[src/common/spcr_pkg.sv]
package spcr_pkg;
   localparam int ADDR_W = 13;
   localparam logic [12:0] ADDR_SETUP = 13'h0000;
   localparam logic [12:0] ADDR_RDBK = 13'h0004;
   localparam logic [12:0] ADDR_VER_LO = 13'h0005;
   localparam logic [12:0] ADDR_VER_HI = 13'h0006;
   localparam int SETUP_FOUR_WIRE = 7;
   localparam int SETUP_LSB_FIRST = 6;
   localparam int SETUP_SOFT_RST = 5;
   localparam int RDBK_SEL = 0;
   localparam logic [7:0] SETUP_RESET = 8'h00;
   localparam logic [7:0] RDBK_RESET = 8'h00;
   localparam logic [7:0] VER_LO_RESET = 8'h00;
   localparam logic [7:0] VER_HI_RESET = 8'h00;
   localparam int INSTR_RW_POS = 15;
   localparam logic [3:0] INSTR_LAST = 4'hf;
   localparam logic [3:0] BYTE_LAST = 4'h7;
   typedef enum logic [2:0] {
      ST_IDLE = 3'h1,
      ST_INSTR = 3'h2,
      ST_DATA = 3'h4
   } spcr_state_t;
endpackage

[src/hdl/spcr_sync.sv]
`timescale 1ns/1ps
// Two-flop synchroniser for slow pin levels; only the second stage is visible.
module spcr_sync #(
   parameter int WIDTH = 4,
   parameter logic [WIDTH-1:0] RESET_VAL = '0
) (
   input wire logic sys_clk_i,
   input wire logic reset_i,
   input wire logic [WIDTH-1:0] async_i,
   output logic [WIDTH-1:0] sync_o
);
   logic [WIDTH-1:0] meta_r;
   logic [WIDTH-1:0] sync_r;

   if (WIDTH < 1) begin : g_chk
      $error("spcr_sync: WIDTH must be at least 1.");
   end

   always_ff @(posedge sys_clk_i) begin
      if (reset_i) begin
         meta_r <= RESET_VAL;
         sync_r <= RESET_VAL;
      end else begin
         meta_r <= async_i;
         sync_r <= meta_r;
      end
   end

   assign sync_o = sync_r;
endmodule

[src/hdl/spcr_serial_port_config_regs.sv]
`timescale 1ns/1ps
// How it works
// [RULE1] Four-wire bit clear (default): reads go out on SDIO, SDO stays undriven.
// [RULE2] Four-wire bit set: reads go out on SDO, writes come in on SDIO only.
// [RULE3] Bit-order bit clear (default): MSB first, address decrements per byte.
// [RULE4] Bit-order bit set: LSB first, address increments per byte.
// [RULE5] In I2C mode bits 7 and 6 of the setup byte are ignored and reserved.
// [RULE6] Writing 1 to bit 5 restores register defaults; the bit clears itself.
// [RULE7] Host writes setup bits 3..0 as the mirror of bits 7..4.
// [RULE8] Readback select clear (default): buffered addresses return active values.
// [RULE9] Readback select set: buffered addresses return pending buffered values.
// [RULE10] A 16-bit version tag sits at 0x005 (low) and 0x006 (high), default 0.
// [RULE11] The version tag is plain storage with no effect on other behaviour.
// [RULE12] Reserved bits read as zero and ignore writes.
module spcr_serial_port_config_regs (
   input wire logic sys_clk_i,
   input wire logic reset_i,
   input wire logic spi_csb_n_i,
   input wire logic spi_sclk_i,
   input wire logic spi_sdio_i,
   output logic spi_sdio_o,
   output logic spi_sdio_oe_o,
   output logic spi_sdo_o,
   output logic spi_sdo_oe_o,
   input wire logic i2c_mode_i,
   output logic [12:0] ext_addr_o,
   output logic [7:0] ext_wdata_o,
   output logic ext_we_o,
   input wire logic [7:0] ext_active_rdata_i,
   input wire logic [7:0] ext_buffer_rdata_i,
   output logic four_wire_select_o,
   output logic lsb_first_o,
   output logic readback_buffer_o,
   output logic soft_reset_o,
   output logic [15:0] user_version_tag_o
);
   logic [3:0] pins_s;
   logic sclk_d_r;
   logic sclk_rise;
   logic sclk_fall;
   logic csb_n_s;
   logic sclk_s;
   logic sdio_s;
   logic i2c_s;
   spcr_pkg::spcr_state_t state_r;
   logic [3:0] cnt_r;
   logic [15:0] shift_r;
   logic [15:0] shift_nxt;
   logic rw_r;
   logic [12:0] addr_r;
   logic frame_4w_r;
   logic frame_lsb_r;
   logic [7:0] tx_r;
   logic out_bit_r;
   logic byte_done;
   logic wr_en;
   logic [7:0] wr_byte;
   logic int_hit;
   logic [7:0] rd_data;
   logic [7:0] setup_rd;
   logic four_wire_r;
   logic lsb_first_r;
   logic rdbk_sel_r;
   logic [7:0] ver_lo_r;
   logic [7:0] ver_hi_r;
   logic soft_rst_r;
   logic ext_we_r;
   logic [12:0] ext_addr_r;
   logic [7:0] ext_wdata_r;

   function automatic logic [7:0] byte_of(input logic [15:0] sh, input logic lsb);
      byte_of = lsb ? sh[15:8] : sh[7:0];
   endfunction

   function automatic logic [12:0] addr_step(input logic [12:0] a, input logic lsb);
      addr_step = lsb ? 13'(a + 13'h0001) : 13'(a - 13'h0001);
   endfunction

   function automatic logic is_internal(input logic [12:0] a);
      is_internal = (a == spcr_pkg::ADDR_SETUP) || (a == spcr_pkg::ADDR_RDBK) ||
                    (a == spcr_pkg::ADDR_VER_LO) || (a == spcr_pkg::ADDR_VER_HI);
   endfunction

   // Chip select resets to its idle level, so leaving reset can never open a frame.
   spcr_sync #(
      .WIDTH(4),
      .RESET_VAL(4'h4)
   ) u_sync (
      .sys_clk_i(sys_clk_i),
      .reset_i(reset_i),
      .async_i({i2c_mode_i, spi_csb_n_i, spi_sclk_i, spi_sdio_i}),
      .sync_o(pins_s)
   );

   assign i2c_s = pins_s[3];
   assign csb_n_s = pins_s[2];
   assign sclk_s = pins_s[1];
   assign sdio_s = pins_s[0];

   always_ff @(posedge sys_clk_i) begin
      if (reset_i) begin
         sclk_d_r <= 1'b0;
      end else begin
         sclk_d_r <= sclk_s;
      end
   end

   assign sclk_rise = sclk_s & ~sclk_d_r;
   assign sclk_fall = ~sclk_s & sclk_d_r;

   // Write data is taken from SDIO only, in both wiring modes.
   always_comb begin
      if (frame_lsb_r) begin
         shift_nxt = {sdio_s, shift_r[15:1]}; // [RULE4]
      end else begin
         shift_nxt = {shift_r[14:0], sdio_s}; // [RULE3]
      end
   end

   assign byte_done = (state_r == spcr_pkg::ST_DATA) && sclk_rise && (cnt_r == spcr_pkg::BYTE_LAST);
   assign wr_en = byte_done && !rw_r;
   assign wr_byte = byte_of(shift_nxt, frame_lsb_r);

   // Wiring and bit order are frozen at frame start so a write to the setup
   // byte cannot change the pin mapping halfway through its own frame.
   always_ff @(posedge sys_clk_i) begin
      if (reset_i || csb_n_s) begin
         state_r <= spcr_pkg::ST_IDLE;
         cnt_r <= 4'h0;
         shift_r <= 16'h0000;
         rw_r <= 1'b0;
         addr_r <= spcr_pkg::ADDR_SETUP;
         frame_4w_r <= 1'b0;
         frame_lsb_r <= 1'b0;
      end else begin
         case (state_r)
            spcr_pkg::ST_IDLE: begin
               state_r <= spcr_pkg::ST_INSTR;
               cnt_r <= 4'h0;
               frame_4w_r <= four_wire_r & ~i2c_s;
               frame_lsb_r <= lsb_first_r & ~i2c_s;
            end
            spcr_pkg::ST_INSTR: begin
               if (sclk_rise) begin
                  shift_r <= shift_nxt;
                  cnt_r <= 4'(cnt_r + 4'h1);
                  if (cnt_r == spcr_pkg::INSTR_LAST) begin
                     rw_r <= shift_nxt[spcr_pkg::INSTR_RW_POS];
                     addr_r <= shift_nxt[12:0];
                     cnt_r <= 4'h0;
                     state_r <= spcr_pkg::ST_DATA;
                  end
               end
            end
            spcr_pkg::ST_DATA: begin
               if (sclk_rise) begin
                  shift_r <= shift_nxt;
                  cnt_r <= 4'(cnt_r + 4'h1);
                  if (cnt_r == spcr_pkg::BYTE_LAST) begin
                     cnt_r <= 4'h0;
                     addr_r <= addr_step(addr_r, frame_lsb_r); // [RULE3] [RULE4]
                  end
               end
            end
            default: begin
               state_r <= spcr_pkg::ST_IDLE;
            end
         endcase
      end
   end

   // Mirror nibble is rebuilt from the stored bits, so readback is order-proof.
   always_comb begin
      setup_rd = 8'h00; // [RULE12]
      if (!i2c_s) begin
         setup_rd[spcr_pkg::SETUP_FOUR_WIRE] = four_wire_r;
         setup_rd[spcr_pkg::SETUP_LSB_FIRST] = lsb_first_r;
         setup_rd[0] = four_wire_r; // [RULE7]
         setup_rd[1] = lsb_first_r; // [RULE7]
      end
   end

   assign int_hit = is_internal(addr_r);

   always_comb begin
      case (addr_r)
         spcr_pkg::ADDR_SETUP: rd_data = setup_rd;
         spcr_pkg::ADDR_RDBK: rd_data = {7'h00, rdbk_sel_r}; // [RULE12]
         spcr_pkg::ADDR_VER_LO: rd_data = ver_lo_r;
         spcr_pkg::ADDR_VER_HI: rd_data = ver_hi_r;
         default: rd_data = rdbk_sel_r ? ext_buffer_rdata_i : ext_active_rdata_i; // [RULE8] [RULE9]
      endcase
   end

   // The outgoing byte is refreshed only between bytes so it cannot tear.
   always_ff @(posedge sys_clk_i) begin
      if (reset_i) begin
         tx_r <= 8'h00;
         out_bit_r <= 1'b0;
      end else begin
         if (cnt_r == 4'h0) begin
            tx_r <= rd_data;
         end
         if (sclk_fall && state_r == spcr_pkg::ST_DATA) begin
            out_bit_r <= frame_lsb_r ? tx_r[cnt_r[2:0]] : tx_r[3'(7 - cnt_r[2:0])];
         end
      end
   end

   assign spi_sdio_o = out_bit_r;
   assign spi_sdo_o = out_bit_r;
   assign spi_sdio_oe_o = (state_r == spcr_pkg::ST_DATA) && rw_r && !frame_4w_r; // [RULE1]
   assign spi_sdo_oe_o = (state_r == spcr_pkg::ST_DATA) && rw_r && frame_4w_r; // [RULE2]

   // Soft reset takes one cycle to land; the request bit is never stored.
   always_ff @(posedge sys_clk_i) begin
      if (reset_i) begin
         soft_rst_r <= 1'b0;
      end else begin
         soft_rst_r <= wr_en && (addr_r == spcr_pkg::ADDR_SETUP) && wr_byte[spcr_pkg::SETUP_SOFT_RST]; // [RULE6]
      end
   end

   always_ff @(posedge sys_clk_i) begin
      if (reset_i || soft_rst_r) begin
         four_wire_r <= spcr_pkg::SETUP_RESET[spcr_pkg::SETUP_FOUR_WIRE]; // [RULE6]
         lsb_first_r <= spcr_pkg::SETUP_RESET[spcr_pkg::SETUP_LSB_FIRST];
         rdbk_sel_r <= spcr_pkg::RDBK_RESET[spcr_pkg::RDBK_SEL];
         ver_lo_r <= spcr_pkg::VER_LO_RESET; // [RULE10]
         ver_hi_r <= spcr_pkg::VER_HI_RESET; // [RULE10]
      end else if (wr_en) begin
         case (addr_r)
            spcr_pkg::ADDR_SETUP: begin
               if (!i2c_s) begin
                  four_wire_r <= wr_byte[spcr_pkg::SETUP_FOUR_WIRE]; // [RULE5]
                  lsb_first_r <= wr_byte[spcr_pkg::SETUP_LSB_FIRST];
               end
            end
            spcr_pkg::ADDR_RDBK: rdbk_sel_r <= wr_byte[spcr_pkg::RDBK_SEL];
            spcr_pkg::ADDR_VER_LO: ver_lo_r <= wr_byte; // [RULE11]
            spcr_pkg::ADDR_VER_HI: ver_hi_r <= wr_byte; // [RULE11]
            default: begin
            end
         endcase
      end
   end

   always_ff @(posedge sys_clk_i) begin
      if (reset_i) begin
         ext_we_r <= 1'b0;
         ext_addr_r <= 13'h0000;
         ext_wdata_r <= 8'h00;
      end else begin
         ext_we_r <= wr_en && !int_hit;
         if (wr_en && !int_hit) begin
            ext_addr_r <= addr_r;
            ext_wdata_r <= wr_byte;
         end
      end
   end

   assign ext_we_o = ext_we_r;
   assign ext_addr_o = ext_we_r ? ext_addr_r : addr_r;
   assign ext_wdata_o = ext_wdata_r;
   assign four_wire_select_o = four_wire_r & ~i2c_s; // [RULE5]
   assign lsb_first_o = lsb_first_r & ~i2c_s; // [RULE5]
   assign readback_buffer_o = rdbk_sel_r;
   assign soft_reset_o = soft_rst_r;
   assign user_version_tag_o = {ver_hi_r, ver_lo_r};
endmodule

[config.mk]
export PLATFORM = sky130hd
export DESIGN_NAME = spcr_serial_port_config_regs
export DESIGN_NICKNAME = d
export VERILOG_FILES = /design/src/common/spcr_pkg.sv /design/src/hdl/spcr_sync.sv /design/src/hdl/spcr_serial_port_config_regs.sv
export SDC_FILE = /design/constraint.sdc
export NUM_CORES = 1
export LEC_CHECK = 0
export BUFFER_PORTS_ARGS = -buffer_cell sky130_fd_sc_hd__buf_2
export CORE_UTILIZATION = 49
export DETAILED_ROUTE_END_ITERATION = 12
export PLACE_DENSITY_LB_ADDON = 0.1
export SLEW_MARGIN = 20
export SYNTH_ARGS = -nofsm -noshare
export SYNTH_HDL_FRONTEND = slang
export SYNTH_SLANG_ARGS = --single-unit
[constraint.sdc]
create_clock -name sys_clk_i -period 5.6 [get_ports sys_clk_i]
set_input_delay 1.68 -clock sys_clk_i [delete_from_list [all_inputs] [get_ports sys_clk_i]]
set_output_delay 1.68 -clock sys_clk_i [all_outputs]
set_load 0.05 [all_outputs]
==> results of run 1 <==
[worst max-delay path, stage by stage (launching register included)]
cell	delay, ns
dfxtp_1	0.47
or3b_1	0.54
nor3b_1	0.28
buf_2	0.30
[registers in the layout (all words and copies together), names as in the netlist, 3 cells and up]
name,count
addr_r,13
cnt_r,4
ext_addr_r,13
ext_wdata_o,8
shift_r,16
state_r,3
tx_r,8
u_sync.meta_r,4
u_sync.sync_o,4
ver_hi_r,8
ver_lo_r,8
[final cells by class]
type                    count  area (um^2)  area share, %
well taps                 133          166           3.01
repair buffers             70          358           6.48
clock buffers               9          124           2.24
inverters                   4         15.0          0.272
multi-input cells         432         2800           50.8
flip-flops and latches     99         1980           35.9
clock inverters             7         71.3           1.29
[logic make-up after synthesis]
logic type | share of synthesized area, %
mux | 9.17
simple gates | 19.3
fa+ha+maj | 3.86
buf+inv | 4.28
xor+xnor | 1.93
compound gates | 21.8
flops | 39.7
[stage by stage]
step	setup WS, ns	cell area (um^2)
2_1_floorplan	1.76	4990
3_3_place_gp	2.32	5330
3_5_place_dp	2.30	5330
4_1_cts	1.95	5520
5_1_grt	1.85	5520
6_report	1.96	5520
[final timing paths]
| check | from | cells after the start | slack, ns | end |
|---|---|---|---|---|
| max reg2reg | cnt_r[0] | 7 | 2.70 | ext_wdata_o[2] |
| min | u_sync.meta_r[2] | 1 | 0.42 | u_sync.sync_o[2] |
| max | state_r[2] | 3 | 1.96 | spi_sdio_oe_o |
| min reg2reg | u_sync.meta_r[2] | 1 | 0.42 | u_sync.sync_o[2] |
[where the power goes]
part	internal [W]	switching [W]	leakage, nW	total (W)
Sequential	0.000707	0.00000219	0.799	0.000709
Clock	0.000174	0.000280	0.0926	0.000454
Combinational	0.00000999	0.0000160	1.13	0.0000260
[placed cells by master (no fill, tap or decap), drive strengths merged, types with 2 or more instances in the layout]
cell type  netlist  routed
a211oi          46      46
a21o             5       5
a21oi           60      60
a22oi           11      11
a31oi            4       4
and2             4       4
buf             13      70
clkbuf          33       9
clkinv           0       2
clkinvlp         0       2
dfxtp           99      99
ha              13      13
inv              4       7
mux2            12      12
mux2i           21      21
mux4             5       5
nand2           43      43
nand2b           3       3
nand3            4       4
nand3b           2       2
nand4            4       4
nor2            84      84
nor2b           20      20
nor3            13      13
nor3b            7       7
nor4             2       2
o211ai           2       2
o21ai           26      26
o221ai           6       6
or2              4       4
or3              4       4
xnor2            6       6
xor2             5       5
[routing by layer]
metal | global-route usage (%) | up-vias | wire length (um)
li1 | - | 2159 | -
met1 | 35.1 | 2025 | 6140
met2 | 38.3 | 105 | 5850
met3 | 3.66 | 8 | 524
met4 | 5.85 | 0 | 95
met5 | 0 | - | 0
==> summary.txt, run 1 <==
Pwr
  – Pwr dens: between 200 and 250 mW/mm^2
  – Overall Power: between 0.001 and 0.0015 W
  – Leakage: 2.02 nW
  – VDD IR max: between 0.1 and 0.15 mV

Setup path
  – Worst Path Required: 3.92 ns
  – Kind of end point of the critical path: primary output
  – Setup Crit Path Kind: reg -> out
  – Startpoint types: flop
  – CP max FO: 10
  – CP Data Arrival Time: about 2.0 ns

Logic synthesis
  – Area leader, netlist: dfxtp_1
  – Mean area per synthesized cell: 8.60 um^2
  – Synth Net Count: a little over 600
  – Post-synth top cells: dfxtp_1 (99), nor2_1 (84), a21oi_1 (60)
  – Most frequent cell after synthesis: dfxtp_1
  – Mapped Cells: between 500 and 600
  – Share of the synthesized area in the top cell type: roughly two fifths
  – Synth Register Bits: 99
  – Distinct cell type count after synthesis: 57
  – Post-synthesis cell area: between 0.004 and 0.005 mm^2
  – Synth area leaders: dfxtp_1 (40%), a211oi_1 (6.6%), nor2_1 (6.3%)
  – Post-synth EDFFs: 0
  – Sequential area share after synthesis: between 30% and 40%
  – Top_reg_cell synth: dfxtp_1
  – Yosys warning count: 0
  – Post-synth ARST share: 0%

Clock tree
  – Sink Count: 99
  – Clock Path Buffers: 2
  – Worst-path clk slew: roughly 0.11 ns
  – Post-CTS Setup Bufs: 0
  – CTS tree: done
  – Clock Root Buffer: clkbuf_8
  – TritonCTS buffer count: 9
  – H-tree depth: 3
  – Hold_buf cts: 0
  – Post-cts resize count: 0
  – Clk_lat worst skew: ~0.37 ns

Timing
  – Slew Limit Headroom: ~37%
  – Setup tns final: 0 ns
  – Final Skew: roughly 0.015 ns
  – Peak Freq: 275 MHz
  – RSZ-0062 raised after global routing: false
  – Minimum clock period: between 3 and 4 ns
  – Worst-Margin Slew: ~0.95 ns
  – Hold WS: roughly 0.42 ns
  – Slew Viols, Final: 0
  – Endpoints failing setup: 0
  – Final hold violation count: 0
  – Tcrit/Tclk final: 65.1%

Final layout
  – Nets: 652
  – Ant. Diodes: 0
  – Area delta synth->final: 10.5%
  – Layout cells sized above 1: a little under a fifth
  – # fillers: ~1000
  – Post-Route Utilization: 56.2%
  – Post-route insts no fill: about 750

Floorplanning
  – Site Rows: 36
  – Die height: roughly 100 um
  – Initial Util: 50.9%
  – # IOs: slightly below 70
  – Die area: 0.0106 mm^2
  – Die width: 103 um
  – Area of the core: between 0.009 and 0.01 mm^2

Drt
  – WL final: about 13000 um
  – First-pass DRT Iterations: 4
  – Vias per inst: 5.70
  – Vias post-DR: between 4000 and 5000
  – ANT nets after route: 0
  – Remaining routing DRC violations: 0
  – WL/cell: approximately 17 um
  – Initial drt markers: around 260

Global route
  – Largest net degree at the start of global routing: 45
  – GRT Total Usage: between 20% and 30%
  – GRT overflow: 0
  – Number of global-route vias before repair: about 3800
  – First-pass GRT wire length: between 15000 and 20000 um
  – Initial antenna violation count: 0

Hold path
  – Worst Hold Class: reg -> reg

Placement
  – Port bufs: 67
  – Placed Cells: 738
  – GPL Wtd Cong: around 0.82
  – Hpwl dp: approximately 9000 um

Job
  – Max Cap Viol: 0

Outcome
  – Status: finished, final reports clean
No activity file was read; power rests on OpenSTA's default activity.
==> run 2: changes to the inputs <==
- ABC_AREA: default -> 1
- clock period: 5.6 -> 3.7 ns (I/O delays scaled with it)
==> run 2 against run 1 <==
Effect of this change:
- combinational power is 120% higher
- via count is 21% higher
- worst hold slack worse by 0.013 ns
- die area is 10% higher
- clock skew is 0.00083 ns lower
- core utilization is 0.30 points lower
- largest power group unchanged
- highest routed layer unchanged
==> summary.txt, run 2 <==
Outcome
  – Status: finished, final reports clean

Setup path
  – Kind of end point of the critical path: primary output
  – Flop2flop setup slack: approximately 1.3 ns
  – CP max FO: 27
  – CP endpoint: ext_addr_o[10]
  – Worst Path Required: about 2.6 ns
  – R2R Path Start: state_r[0]
  – Reg2reg end: ver_hi_r[3]
  – Worst R2R Path Depth: 7
  – Startpoint types: flop
  – Setup Crit Path Kind: reg -> out
  – Worst Setup SP: ext_we_o
  – CP Data Arrival Time: between 1.5 and 2 ns

Drt
  – Remaining routing DRC violations: 0
  – WL final: ~15000 um
  – First-pass DRT Iterations: 5
  – Vias post-DR: 5213
  – WL/cell: around 15 um
  – Initial drt markers: approximately 250
  – Vias per inst: ~5.2
  – ANT nets after route: 0

Logic synthesis
  – Post-synth EDFFs: 0
  – Post-synthesis mux area share: under 10%
  – Post-synthesis compound-gate area fraction: roughly a fifth
  – Top_reg_cell synth: dfxtp_1
  – Simple-Gate Fraction of Synth Area: roughly 29%
  – Distinct cell type count after synthesis: between 40 and 50
  – Synth area leaders: dfxtp_1 (36%), nand2_1 (11%), o21ai_0 (7.3%)
  – Post-synth top cells: nand2_1 (162), dfxtp_1 (99), nor2_1 (95)
  – Synth Net Count: about 840
  – Sequential area share after synthesis: 36.0%
  – Yosys warning count: 0
  – Post-synthesis cell area: ~0.0055 mm^2
  – Post-synthesis adder-cell area fraction: about 3.3%
  – Area leader, netlist: dfxtp_1
  – Synth Area in XOR/XNOR: less than 1%
  – Mean area per synthesized cell: 6.88 um^2
  – Synth Register Bits: 99
  – Post-synth ARST share: 0%
  – Mapped Cells: approximately 800
  – Largest family of logic cells by synthesized area: simple AND/OR/NAND/NOR gates
  – Share of the synthesized area in the top cell type: 36.0%
  – Most frequent cell after synthesis: nand2_1

Pwr
  – VDD IR max: about 0.36 mV
  – Sequential share of power: 58.4%
  – Switch share: between 20% and 30%
  – Pwr dens: slightly above 300 mW/mm^2
  – Leakage: about 2.8 nW
  – Clock share of power: slightly below 40%
  – NetSw: around 0.00043 W
  – Int Power: approximately 0.0014 W
  – Comb power frac: 3.1%

Final layout
  – Top reg by flops: shift_r
  – Number of flip-flops under the largest register name: 16
  – Top Registers: shift_r: 16 flops, addr_r: 13 flops, ext_addr_r: 13 flops
  – Most common cell after layout, fill and taps aside: nand2_1
  – Layout cells sized above 1: 16.1%
  – # fillers: about 1100
  – Most frequent cells in the layout: nand2_1 (162), dfxtp_1 (99), nor2_1 (95)
  – Post-route insts no fill: 998
  – Area delta synth->final: 10.5%
  – Nets: 890
  – Ant. Diodes: 0

Placement
  – Hpwl dp: around 11000 um
  – Port bufs: 67
  – Placed Cells: 983
  – GPL Wtd Cong: around 0.88

Floorplanning
  – Die area: between 0.01 and 0.015 mm^2
  – Site Rows: 38
  – Area of the core: roughly 0.011 mm^2
  – Die height: 108 um
  – Die width: 108 um
  – Initial Util: roughly 51%
  – # IOs: ~70

Clock tree
  – Post-cts resize count: 0
  – CTS tree: done
  – Post-CTS Setup Bufs: 0
  – TritonCTS buffer count: 9
  – Clock Root Buffer: clkbuf_8
  – Hold_buf cts: 0
  – Clk_lat worst skew: between 0.3 and 0.4 ns
  – Worst-path clk slew: ~0.10 ns
  – Clock Path Buffers: 2
  – Sink Count: 99
  – H-tree depth: 3

Job
  – Max Cap Viol: 0

Timing
  – Endpoints failing setup: 0
  – Slew Limit Headroom: 45.6%
  – Setup tns final: 0 ns
  – Tcrit/Tclk final: between 70% and 80%
  – RSZ-0062 raised after global routing: false
  – Hold WS: roughly 0.41 ns
  – Peak Freq: 353 MHz
  – Slew Viols, Final: 0
  – Final hold violation count: 0
  – Worst-Margin Slew: just over 0.8 ns
  – Final Skew: 0.0139 ns
  – Minimum clock period: roughly 2.8 ns

Global route
  – GRT overflow: 0
  – Largest net degree at the start of global routing: 29
  – First-pass GRT wire length: 24000 um
  – Initial antenna violation count: 0
  – Number of global-route vias before repair: roughly 4700
  – GRT Total Usage: a little over a quarter

Hold path
  – Worst Hold Class: reg -> reg
run 2: cell types whose count changed in the layout (fill, tap and decap cells not counted), sizes merged, moves of 6 or more:
cell | previous run | this run
nand2 | 43 | 165
inv | 7 | 105
o21ai | 26 | 85
nand3 | 4 | 50
a211oi | 46 | 12
nor2 | 84 | 106
mux2i | 21 | 0
nor2b | 20 | 0
a21oi | 60 | 77
a22oi | 11 | 0
nor3b | 7 | 1
o221ai | 6 | 0
run 2: routing by layer:
layer | track usage (%) | part of all wire (%) | vias to the layer above
met2 | 41.0 | 44 | 135
met3 | 6.09 | 5.1 | 15
met1 | 37.6 | 50 | 2345
met5 | 0 | 0 | -
li1 | - | - | 2718
met4 | 5.77 | 1.1 | 0
run 2: worst min path at each step:
stage | startpoint | end | slack [ns] | cells after the start
final | u_sync.meta_r[0] | u_sync.sync_o[0] | 0.41 | 2
after floorplan | u_sync.meta_r[0] | u_sync.sync_o[0] | 0.39 | 2
after global placement | u_sync.meta_r[2] | u_sync.sync_o[2] | 0.40 | 1
after CTS | u_sync.meta_r[0] | u_sync.sync_o[0] | 0.41 | 2
after global routing | u_sync.meta_r[0] | u_sync.sync_o[0] | 0.43 | 2
after detailed placement | u_sync.meta_r[0] | u_sync.sync_o[0] | 0.40 | 2
run 2: power groups by stage:
stage                     combinational, W  sequential [W]  clock [W]
after floorplan                  0.0000363         0.00110          0
after global placement           0.0000560         0.00110          0
after detailed placement         0.0000571         0.00110          0
after CTS                        0.0000575         0.00107   0.000721
after global routing             0.0000648         0.00107   0.000767
final                            0.0000577         0.00107   0.000707
run 2: cell type report:
class | count | area (um^2) | area share (%)
repair buffers | 73 | 380 | 6.25
clock inverters | 5 | 62.6 | 1.03
well taps | 140 | 175 | 2.88
flip-flops and latches | 99 | 1980 | 32.6
clock buffers | 10 | 128 | 2.10
multi-input cells | 566 | 2960 | 48.6
inverters | 105 | 399 | 6.56
run 2: worst max-delay path: stages (launching register included):
cell     delay, ns
dfxtp_1       0.81
nand2_1       0.14
o21ai_0       0.11
buf_2         0.29
run 2: cells by family (layout without fill, tap and decap cells):
group,Yosys count,after routing
AOI/OAI and AO/OA,187,187
DFF,99,99
xor gates and xnor gates,6,6
buffers and inverters,136,193
muxes,8,8
and+or+nand+nor,351,351
adders and majority gates,14,14
run 2: stage by stage:
step	worst slack (ns)	power (W)	cell area, um^2	util (%)
after floorplan	0.686	0.00113	5510	-
after global placement	1.16	0.00115	5900	54.2
after detailed placement	1.08	0.00115	5900	54.2
after CTS	0.837	0.00185	6090	55.9
after global routing	0.677	0.00191	6090	55.9
final	0.864	0.00184	6090	55.9
==> run 3: changes to the inputs <==
- ABC_AREA: 1 -> 0
- clock period: 3.7 -> 2.8 ns (I/O delays scaled with it)
==> run 3 against run 2 <==
Effect of this change:
- sequential share of layout area is 2.7 points higher
- via count is 16% lower
- cell count is 23% lower
- critical path type unchanged
==> summary.txt, run 3 (same netlist as run 1, synthesis figures left out) <==
Placement
  – Post-DP Area: approximately 0.0054 mm^2
  – Port bufs: 67
  – GPL Wtd Cong: around 0.86
  – Hpwl dp: ~9400 um

Final layout
  – Top Registers: shift_r: 16 flops, addr_r: 13 flops, ext_addr_r: 13 flops
  – Layout cells sized above 1: between 20% and 30%
  – Top reg by flops: shift_r
  – Ant. Diodes: 0
  – Nets: about 670
  – Design area: ~0.0056 mm^2
  – Most frequent cells in the layout: dfxtp_1 (99), nor2_1 (84), buf_2 (67)
  – Number of flip-flops under the largest register name: 16
  – Area delta synth->final: 12.4%
  – Most common cell after layout, fill and taps aside: dfxtp_1

Global route
  – GRT overflow: 0
  – Met3 track demand over resource: under 10%
  – Gr busiest metal: met2
  – Met1 Use GR: 35.4%
  – Initial antenna violation count: 0
  – Largest net degree at the start of global routing: 36
  – GRT Total Usage: 25.7%
  – Number of global-route vias before repair: between 3000 and 4000
  – First-pass GRT wire length: a little over 20000 um
  – Met2 usage: between 30 and 40%

Timing
  – Final Skew: ~0.014 ns
  – Slew Viols, Final: 0
  – Tcrit/Tclk final: between 90% and 100%
  – Slew Limit Headroom: 54.8%
  – Final hold violation count: 0
  – Endpoints failing setup: 0
  – Minimum clock period: roughly 2.6 ns
  – Worst-Margin Slew: approximately 0.68 ns
  – Peak Freq: 378 MHz
  – RSZ-0062 raised after global routing: false

Drt
  – Remaining routing DRC violations: 0
  – WL/cell: between 15 and 20 um
  – Vias per inst: about 5.7
  – WL final: 12900 um
  – Initial drt markers: between 200 and 250
  – ANT nets after route: 0
  – Vias post-DR: around 4400
  – First-pass DRT Iterations: 4

Clock tree
  – Clock Path Buffers: 2
  – Hold_buf cts: 0
  – CTS tree: done
  – Clock Root Buffer: clkbuf_8
  – Worst-path clk slew: approximately 0.10 ns
  – TritonCTS buffer count: 9
  – H-tree depth: 3
  – Sink Count: 99
  – Clk_lat worst skew: 0.38 ns

Pwr
  – VDD IR max: approximately 0.45 mV
  – Pwr dens: approximately 420 mW/mm^2
  – Leakage: between 2 and 2.5 nW
  – Overall Power: 0.00236 W

Setup path
  – Kind of end point of the critical path: primary output
  – R2R Path Start: frame_lsb_r
  – Startpoint types: flop
  – Setup Crit Path Kind: reg -> out
  – CP Data Arrival Time: approximately 1.8 ns
  – Worst Path Required: between 1.5 and 2 ns
  – Worst R2R Path Depth: 10
  – Flop2flop setup slack: roughly 0.41 ns
  – CP max FO: 10
  – Reg2reg end: addr_r[12]

Hold path
  – Worst Hold Path EP: u_sync.sync_o[2]
  – Worst Hold Depth: 1
  – Hold Crit Start: u_sync.meta_r[2]
  – Worst Hold Class: reg -> reg

Floorplanning
  – Die width: a little over 100 um
  – Area of the core: 0.00982 mm^2
  – # IOs: roughly 70
  – Site Rows: 36
  – Initial Util: around 51%
  – Die area: about 0.011 mm^2
  – Die height: approximately 100 um

Outcome
  – Status: finished, final reports clean

Job
  – Max Cap Viol: 0
[run 3: cell count changes in the layout (fill, tap and decap cells not counted), sizes merged, moves of 10 or more]
| cell | before | now |
|---|---|---|
| o21ai | 85 | 26 |
| nand2 | 165 | 43 |
| mux2i | 0 | 21 |
| a21oi | 77 | 60 |
| inv | 105 | 7 |
| nor2b | 0 | 20 |
| nand3 | 50 | 4 |
| a22oi | 0 | 11 |
| buf | 73 | 83 |
| nor2 | 106 | 84 |
| a211oi | 12 | 46 |
[run 3: power breakdown]
part           internal [W]  switching [W]  total (W)
combinational     0.0000217      0.0000325  0.0000542
clock              0.000357       0.000529   0.000886
sequential          0.00141     0.00000440    0.00142
[run 3: critical path, cell delays in order (launching register included)]
cell and delay, ns:
dfxtp_1 0.48, or3b_4 0.49, nor3b_2 0.19, buf_2 0.27
[run 3: area by class of cell]
type                            instances  area (um^2)
Clock buffer                           10          138
Sequential cell                        99         1980
Tap cell                              133          166
Timing Repair Buffer                   83          455
Fill cell                             921         4210
Clock inverter                          6         46.3
Inverter                                4         15.0
Multi-Input combinational cell        432         2810
[run 3: worst max path at each step]
stage | startpoint | end | slack, ns | cells after the start
after floorplan | frame_lsb_r | addr_r[12] | -0.09 | 12
after global placement | addr_r[2] | ext_wdata_o[0] | 0.46 | 6
after detailed placement | frame_lsb_r | addr_r[12] | 0.43 | 10
after CTS | state_r[2] | spi_sdio_oe_o | 0.03 | 3
after global routing | state_r[2] | spi_sdio_oe_o | 0.06 | 3
final | state_r[2] | spi_sdio_oe_o | 0.15 | 3
[run 3: timing repair]
item	in CTS	in global routing
endpoints found under the setup margin	0	1
endpoints found under the hold margin	0	0
resized for setup	0	1
setup buffers	0	0
[run 3: per-stage QoR]
stage	instances	hold WS, ns	worst slack (ns)	util, %	TNS [ns]
2_1_floorplan	581	0.389	-0.0888	-	-0.0888
3_3_place_gp	751	0.394	0.457	55.3	0
3_5_place_dp	751	0.411	0.428	55.3	0
4_1_cts	767	0.435	0.0259	57.1	0
5_1_grt	767	0.458	0.0589	57.2	0
6_report	767	0.430	0.153	57.2	0
[run 3: metal layers]
metal,part of all wire [%],routed length [um]
met5,0,0
met4,0.89,114
met3,6.8,870
met2,46,5880
met1,47,5990
